<file path="config.mk">
export PLATFORM = sky130hd
export DESIGN_NAME = ivfs_top
export DESIGN_NICKNAME = d
export VERILOG_FILES = /design/src/design/ivfs_regs.v /design/src/design/ivfs_top.v
export VERILOG_INCLUDE_DIRS = /design/src /design/src/common
export SDC_FILE = /design/constraint.sdc
export NUM_CORES = 1
export LEC_CHECK = 0
export ABC_CLOCK_PERIOD_IN_PS = 5500
export BUFFER_PORTS_ARGS = -buffer_cell sky130_fd_sc_hd__buf_2
export CORE_ASPECT_RATIO = 0.75
export CORE_MARGIN = 3
export CORE_UTILIZATION = 40
export CTS_CLUSTER_DIAMETER = 150
export DETAILED_ROUTE_END_ITERATION = 7
export MAX_ROUTING_LAYER = met4
export PLACE_DENSITY = 0.56
export SYNTH_ARGS = -nofsm -noshare
export SYNTH_HDL_FRONTEND = slang
export SYNTH_SLANG_ARGS = --single-unit
</file>
<file path="constraint.sdc">
create_clock -name clk -period 5.5 [get_ports clk]
set_input_delay 0.275 -clock clk [delete_from_list [all_inputs] [get_ports clk]]
set_output_delay 0.275 -clock clk [all_outputs]
set_load 0.03 [all_outputs]
</file>
<file path="src/common/ivfs_defs.vh">
// constants for the input voltage fault supervisor
`ifndef IVFS_DEFS_VH
`define IVFS_DEFS_VH
// ----------------------------------------------------------------
// command codes
// ----------------------------------------------------------------
`define IVFS_CMD_OV_LIMIT   8'h55
`define IVFS_CMD_OV_RESP    8'h56
`define IVFS_CMD_UV_LIMIT   8'h59
// ----------------------------------------------------------------
// fields and reset values
// ----------------------------------------------------------------
`define IVFS_RESP_HI        7
`define IVFS_RESP_LO        6
`define IVFS_RETRY_HI       5
`define IVFS_RETRY_LO       3
`define IVFS_DELAY_HI       2
`define IVFS_DELAY_LO       0
`define IVFS_RESP_IGNORE    2'h0
`define IVFS_RETRY_NONE     3'h0
`define IVFS_RETRY_FOREVER  3'h7
`define IVFS_LIN_EXP        5'h1d
`define IVFS_OV_LIMIT_RST   16'he9e0
`define IVFS_UV_LIMIT_RST   16'he940
`define IVFS_OV_RESP_RST    8'h80
// ----------------------------------------------------------------
// timing
// ----------------------------------------------------------------
`define IVFS_CLK_MHZ        200
`define IVFS_UNIT_MS        200
`define IVFS_UNIT_CYC       (`IVFS_UNIT_MS * 1000 * `IVFS_CLK_MHZ)
`endif

</file>
<file path="src/design/ivfs_regs.v">
// command register store for the supervisor settings
`timescale 1ns/1ps
`include "ivfs_defs.vh"
module ivfs_regs (
    input  wire        clk,
    input  wire        rst_n,
    input  wire        wr_en,
    input  wire [7:0]  wr_cmd,
    input  wire [15:0] wr_data,
    input  wire        rd_en,
    input  wire [7:0]  rd_cmd,
    output reg  [15:0] rd_data,
    output reg         rd_hit,
    output reg  [15:0] ov_limit_q,
    output reg  [15:0] uv_limit_q,
    output reg  [7:0]  ov_resp_q
);
    always @(posedge clk or negedge rst_n) begin
        if (!rst_n) begin
            ov_limit_q <= `IVFS_OV_LIMIT_RST;
            uv_limit_q <= `IVFS_UV_LIMIT_RST;
            ov_resp_q  <= `IVFS_OV_RESP_RST;
            rd_data    <= 16'h0000;
            rd_hit     <= 1'b0;
        end else begin
            if (wr_en) begin
                case (wr_cmd)
                    `IVFS_CMD_OV_LIMIT: ov_limit_q <= wr_data;
                    `IVFS_CMD_UV_LIMIT: uv_limit_q <= wr_data;
                    `IVFS_CMD_OV_RESP:  ov_resp_q  <= wr_data[7:0];
                    default: ;
                endcase
            end
            rd_hit <= 1'b0;
            if (rd_en) begin
                rd_hit <= 1'b1;
                case (rd_cmd)
                    `IVFS_CMD_OV_LIMIT: rd_data <= ov_limit_q;
                    `IVFS_CMD_UV_LIMIT: rd_data <= uv_limit_q;
                    `IVFS_CMD_OV_RESP:  rd_data <= {8'h00, ov_resp_q};
                    default: begin
                        rd_data <= 16'h0000;
                        rd_hit  <= 1'b0;
                    end
                endcase
            end
        end
    end
endmodule // ivfs_regs

</file>
<file path="src/design/ivfs_top.v">
// input voltage fault supervisor: limits, trip compare, retry sequencer
`timescale 1ns/1ps
`include "ivfs_defs.vh"
module ivfs_top #(
    parameter UNIT_CYC = `IVFS_UNIT_CYC
) (
    input  wire        clk,
    input  wire        reset_n,
    input  wire        cmd_wr,
    input  wire [7:0]  cmd_code,
    input  wire [15:0] cmd_wdata,
    input  wire        cmd_rd,
    output wire [15:0] cmd_rdata,
    output wire        cmd_rvalid,
    input  wire        run_en,
    input  wire        fault_clear,
    input  wire        other_fault,
    input  wire [15:0] vin_mant,
    output reg         out_en_q,
    output reg         ov_flag_q,
    output reg         uv_flag_q,
    output reg         ov_latched_off_q,
    output reg         retry_start_q
);
    // ----------------------------------------------------------------
    // reset release
    // ----------------------------------------------------------------
    reg  [1:0] rst_sync_q;
    wire       rst_n;
    always @(posedge clk or negedge reset_n) begin
        if (!reset_n)
            rst_sync_q <= 2'b00;
        else
            rst_sync_q <= {rst_sync_q[0], 1'b1};
    end
    assign rst_n = rst_sync_q[1];

    // ----------------------------------------------------------------
    // registers
    // ----------------------------------------------------------------
    wire [15:0] ov_limit;
    wire [15:0] uv_limit;
    wire [7:0]  ov_resp;
    ivfs_regs u_regs (
        .clk        (clk),
        .rst_n      (rst_n),
        .wr_en      (cmd_wr),
        .wr_cmd     (cmd_code),
        .wr_data    (cmd_wdata),
        .rd_en      (cmd_rd),
        .rd_cmd     (cmd_code),
        .rd_data    (cmd_rdata),
        .rd_hit     (cmd_rvalid),
        .ov_limit_q (ov_limit),
        .uv_limit_q (uv_limit),
        .ov_resp_q  (ov_resp)
    );

    // both limits and the reading share exponent -3, so mantissas compare
    wire [10:0] ov_lim_m = ov_limit[10:0];
    wire [10:0] uv_lim_m = uv_limit[10:0];
    wire [10:0] vin_m    = vin_mant[10:0];
    wire        ov_trip  = vin_m > ov_lim_m;
    wire        uv_trip  = vin_m < uv_lim_m;

    wire [1:0] resp  = ov_resp[`IVFS_RESP_HI:`IVFS_RESP_LO];
    wire [2:0] retry = ov_resp[`IVFS_RETRY_HI:`IVFS_RETRY_LO];
    wire [2:0] delay = ov_resp[`IVFS_DELAY_HI:`IVFS_DELAY_LO];

    // ----------------------------------------------------------------
    // sequencer
    // ----------------------------------------------------------------
    localparam ST_OFF  = 2'd0;
    localparam ST_RUN  = 2'd1;
    localparam ST_WAIT = 2'd2;
    localparam ST_LOCK = 2'd3;

    reg [1:0]  state_q;
    reg [2:0]  tries_q;
    reg [31:0] unit_q;
    reg [2:0]  units_q;
    wire       unit_tick = (unit_q == UNIT_CYC - 1);
    wire       enabled   = (state_q == ST_RUN);
    // elapsed units since the attempt began, counting a tick due now
    wire [3:0] units_now = {1'b0, units_q} + {3'h0, unit_tick};
    // a run longer than the delay restarts as soon as the output is off
    wire       delay_done = (units_now >= {1'b0, delay});
    wire       restart    = (state_q == ST_WAIT) && run_en && !other_fault
                            && delay_done;

    always @(posedge clk or negedge rst_n) begin
        if (!rst_n) begin
            state_q          <= ST_OFF;
            tries_q          <= 3'd0;
            unit_q           <= 32'd0;
            units_q          <= 3'd0;
            out_en_q         <= 1'b0;
            ov_flag_q        <= 1'b0;
            uv_flag_q        <= 1'b0;
            ov_latched_off_q <= 1'b0;
            retry_start_q    <= 1'b0;
        end else begin
            retry_start_q <= 1'b0;
            // flags only follow the input while the output is enabled
            if (enabled) begin
                ov_flag_q <= ov_trip;
                uv_flag_q <= uv_trip;
            end
            if (fault_clear && !enabled) begin
                ov_flag_q <= 1'b0;
                uv_flag_q <= 1'b0;
            end
            // delay runs from each attempt start, through run and wait
            if (restart || state_q == ST_OFF || state_q == ST_LOCK) begin
                unit_q  <= 32'h0;
                units_q <= 3'h0;
            end else begin
                unit_q <= unit_tick ? 32'h0 : unit_q + 32'h1;
                if (unit_tick && units_q != 3'h7)
                    units_q <= units_q + 3'h1;
            end
            case (state_q)
                ST_OFF: begin
                    out_en_q <= 1'b0;
                    tries_q  <= 3'd0;
                    // start ramp even with OV present; trip comes after
                    if (run_en && !other_fault) begin
                        state_q  <= ST_RUN;
                        out_en_q <= 1'b1;
                    end
                end
                ST_RUN: begin
                    if (!run_en || other_fault) begin
                        state_q  <= ST_OFF;
                        out_en_q <= 1'b0;
                    end else if (ov_trip && resp != `IVFS_RESP_IGNORE) begin
                        out_en_q <= 1'b0;
                        if (retry == `IVFS_RETRY_NONE) begin
                            state_q          <= ST_LOCK;
                            ov_latched_off_q <= 1'b1;
                        end else if (retry != `IVFS_RETRY_FOREVER &&
                                     tries_q >= retry) begin
                            state_q          <= ST_LOCK;
                            ov_latched_off_q <= 1'b1;
                        end else begin
                            state_q <= ST_WAIT;
                        end
                    end
                end
                ST_WAIT: begin
                    out_en_q <= 1'b0;
                    if (!run_en || other_fault) begin
                        state_q <= ST_OFF;
                    end else if (delay_done) begin
                        state_q       <= ST_RUN;
                        out_en_q      <= 1'b1;
                        retry_start_q <= 1'b1;
                        if (tries_q != 3'd7)
                            tries_q <= tries_q + 3'd1;
                    end
                end
                ST_LOCK: begin
                    out_en_q <= 1'b0;
                    if (fault_clear) begin
                        state_q          <= ST_OFF;
                        ov_latched_off_q <= 1'b0;
                    end
                end
                default: state_q <= ST_OFF;
            endcase
        end
    end
endmodule // ivfs_top

</file>
==> qor.txt <==
================================================================================
Via count                                                                   3802
Max cap viols                                                                  0
Least-Margin Pin Slew                                                    1.17 ns
Post-synthesis async set-or-reset flop share                                1.00
Layout net count                                                             633
WHS                                                                     0.173 ns
Number of instances on the worst hold path                                     2
Number of instances resized during post-cts repair                             0
Destination of the worst hold path                                  u_regs.uv_limit_q[12]
CP Data Required Time                                                    5.72 ns
Post-synthesis instance area                                           5340 um^2
Die H                                                                     106 um
Maximum operating frequency                                            0.290 GHz
Net Sw Power                                                              416 uW
Final core area utilization                                                0.486
Count of input and output buffers                                             63
CP Buf/Inv Count                                                               2
Unrepaired setup endpoints after global routing                               no
Average wire per standard cell                                           16.1 um
Number of vias per cell                                                     5.26
Maximum vdd drop                                                        0.139 mV
Cell class contributing the biggest share of worst-path delay       compound AO/OA/AOI/OAI gates
Synthesized flop and latch total                                             104
Clock root buffer                                                      clkbuf_16
Max-slew headroom at the worst pin                                         0.211
Number of unique standard cell types used by synthesis                        57
P_leak                                                                0.00287 uW
Biggest fanout along the worst timing path                                    31
Reg2reg start                                                         unit_q[29]
Synthesis-to-layout area growth                                            15.3%
End of the worst register-to-register path                             unit_q[3]
Hold-fix buffers, CTS                                                          1
Total Die Area                                                        14800 um^2
Most area-hungry cell type in the Yosys netlist                          dfrtp_1
Part of the power in combinational logic                                   0.092
Number of enable-type register cells in the synthesized netlist                0
TritonCTS clock tree                                                         yes
Finish-stage setup viols                                                       0
Maximum single-stage delay on the critical path                          0.43 ns
# placed instances                                                           706
Largest net degree at the start of global routing                             71
Wire length of the first global-routing pass                             19.6 mm
RePlAce Congestion                                                         0.812
Outcome                                                                completed
Proportion of synthesized chip area in sequential cells                    0.491
Power Density                                                        267 nW/um^2
Post-Synthesis Cells                                                         487
Number of buffers on the longest clock path                                    2
Cell Count, Final, Fillers Out                                               723
Final total negative setup slack                                            0 ns
Postcts setup bufs                                                             0
Worst min path class                                                input pin to flop
Crit. End Element                                                           flop
ANT cells                                                                      0
CTS clk-pin slew, worst paths                                            0.08 ns
Antenna violations before repair                                               0
DPL Wire Length                                                          8.46 mm
Initial Utilization                                                        0.422
Clock Power Share                                                          0.409
Clock latency at the later pin of the worst-skew pair                    0.35 ns
Final hold violations                                                          0
Ranking of synthesized cells by area                                dfrtp_1 42%, ha_1 8.0%, dfstp_2 7.4%, mux2_2 6.3%, nor2_1 3.8%
Data arrival time of the critical path                                   3.67 ns
FF-to-FF path depth                                                           13
Ratio of cells with drive above 1 in the final layout                      0.266
Leftover overflow at the end of global routing                                 0
Number of max-slew violations in the final report                              0
H-Tree Level Count                                                             3
Top-Level Pins                                                                69
Total GRT Usage                                                            0.169
First-pass detailed-route iteration total                                      5
Final clock skew                                                       0.0148 ns
Nature of the critical path startpoint                                      flop
Final WL                                                                 11.6 mm
DP Area                                                                5830 um^2
Synthesized area per cell                                              11.0 um^2
Sw Share                                                                   0.253
Core Rows                                                                     35
Final cell area excluding filler cells                                 6150 um^2
Remaining design rule violation count                                          0
Reg-to-reg slack, setup                                                  2.05 ns
TritonCTS buffer count                                                         9
Hold path start                                                     cmd_wdata[12]
Fraction of post-synthesis cell area in the top cell type by area          0.417
Final ANT Viol Nets                                                            0
Die X                                                                     139 um
First-iteration detailed-routing DRC count                                   249
Ys Warns                                                                       0
CP Cell Sequence                                                    nor4b_1 -> and4_1 -> nand4_1 -> inv_1 -> ha_1 -> ha_1 -> ha_1 -> a21oi_1 -> o21ai_0 -> a21oi_1 -> o21ai_2 -> buf_4 -> nor2_1
Internal power consumption                                               1230 uW
Seq pwr share                                                              0.499
Critical Path Slowest Stage Cell                                         o21ai_0
Core region area                                                      12700 um^2
Minimum clock period                                                     3.45 ns
Cell mode on critical path                                                  ha_1
Net count after synthesis                                                    568
Number of global-route vias before repair                                   3760
Synth Flop Type                                                          dfrtp_1
Crit share post-route                                                      0.627
Critical path class                                                 flop to flop
Clock sink total                                                             104
================================================================================
[cells in the mapped netlist, types with 9 or more instances]
| cell type | number |
|---|---|
| nor2_1 | 54 |
| inv_1 | 40 |
| ha_1 | 34 |
| nand3_1 | 19 |
| a21oi_1 | 16 |
| dfrtp_1 | 89 |
| xnor2_1 | 9 |
| mux2_2 | 30 |
| dfstp_2 | 15 |
| xor2_1 | 23 |
| nand2_1 | 20 |
| mux2_4 | 10 |
[worst max path at each step]
stage | start | end | slack, ns | cells after the start
floorplan | rst_sync_q[1] | out_en_q | 2.41 | 0
global placement | unit_q[29] | unit_q[15] | 2.10 | 13
detailed placement | unit_q[0] | unit_q[24] | 2.06 | 14
CTS | unit_q[0] | unit_q[3] | 2.04 | 14
global route | unit_q[0] | unit_q[3] | 1.73 | 14
finish | unit_q[29] | unit_q[3] | 2.05 | 13
[worst reg2reg max path, cell delays in order, from the launching register on]
cell     delay, ns
dfrtp_1       0.41
nor4b_1       0.37
and4_1        0.24
nand4_1       0.17
inv_1         0.11
ha_1          0.17
ha_1          0.23
ha_1          0.27
a21oi_1       0.07
o21ai_0       0.43
a21oi_1       0.25
o21ai_2       0.17
buf_4         0.33
nor2_1        0.10
[kinds of logic (layout without fill, tap and decap cells)]
logic type,Yosys count,in the layout,synth area share
AOI/OAI and AO/OA,74,74,0.0977
xor gates and xnor gates,32,32,0.0525
adders and majority gates,34,34,0.0797
buffers and inverters,53,123,0.0391
DFF,104,104,0.491
muxes,42,42,0.0951
other,1,1,0.000702
and+or+nand+nor,147,147,0.144
[layout by cell type, fill, tap and decap left out, drive strengths merged, types with 4 or more instances in the layout]
| cell | n |
|---|---|
| o21ai | 7 |
| a21oi | 16 |
| mux2 | 40 |
| buf | 66 |
| and3 | 6 |
| nand2 | 22 |
| inv | 44 |
| nand4 | 7 |
| nand3 | 19 |
| ha | 34 |
| xor2 | 23 |
| clkbuf | 10 |
| a22o | 5 |
| a21o | 4 |
| a22oi | 8 |
| o22ai | 8 |
| nor2 | 55 |
| a211oi | 4 |
| nor4 | 5 |
| nor3 | 4 |
| nand2b | 8 |
| xnor2 | 9 |
| nand3b | 4 |
| a222oi | 8 |
| dfstp | 15 |
| dfrtp | 89 |
[area by class of cell]
cell class              count  area, um^2
flip-flops and latches    104        2630
clock buffers              10         239
clock inverters             6        72.6
fillers                  1161        6500
multi-input cells         330        2510
well taps                 166         208
inverters                  40         150
repair buffers             67         348
[registers in the layout, indices dropped and copies added (netlist names), 2 cells and up]
name	count
u_regs.ov_limit_q	16
state_q	2
tries_q	3
rst_sync_q	2
u_regs.rd_data	16
unit_q	32
u_regs.ov_resp_q	8
u_regs.uv_limit_q	16
units_q	3
[power by group through the flow]
stage | registers (uW) | logic (uW) | clock network (uW)
finish | 820 | 152 | 673
global route | 825 | 173 | 725
CTS | 820 | 155 | 695
detailed placement | 834 | 154 | 0
global placement | 833 | 150 | 0
floorplan | 850 | 77.2 | 0
[through the flow]
stage	power, uW	setup slack [ns]
3_3_place_gp	983	2.10
6_report	1640	2.05
3_5_place_dp	988	2.06
5_1_grt	1720	1.73
4_1_cts	1670	2.04
2_1_floorplan	927	2.41
[layer usage]
layer	vias to the layer above	global-route usage	share of wire
li1	1855	-	-
met1	1869	0.258	0.53
met2	70	0.229	0.41
met3	8	0.0378	0.045
met4	0	0.0377	0.0088
met5	-	-	0
Power figures use the tool's default switching activity.
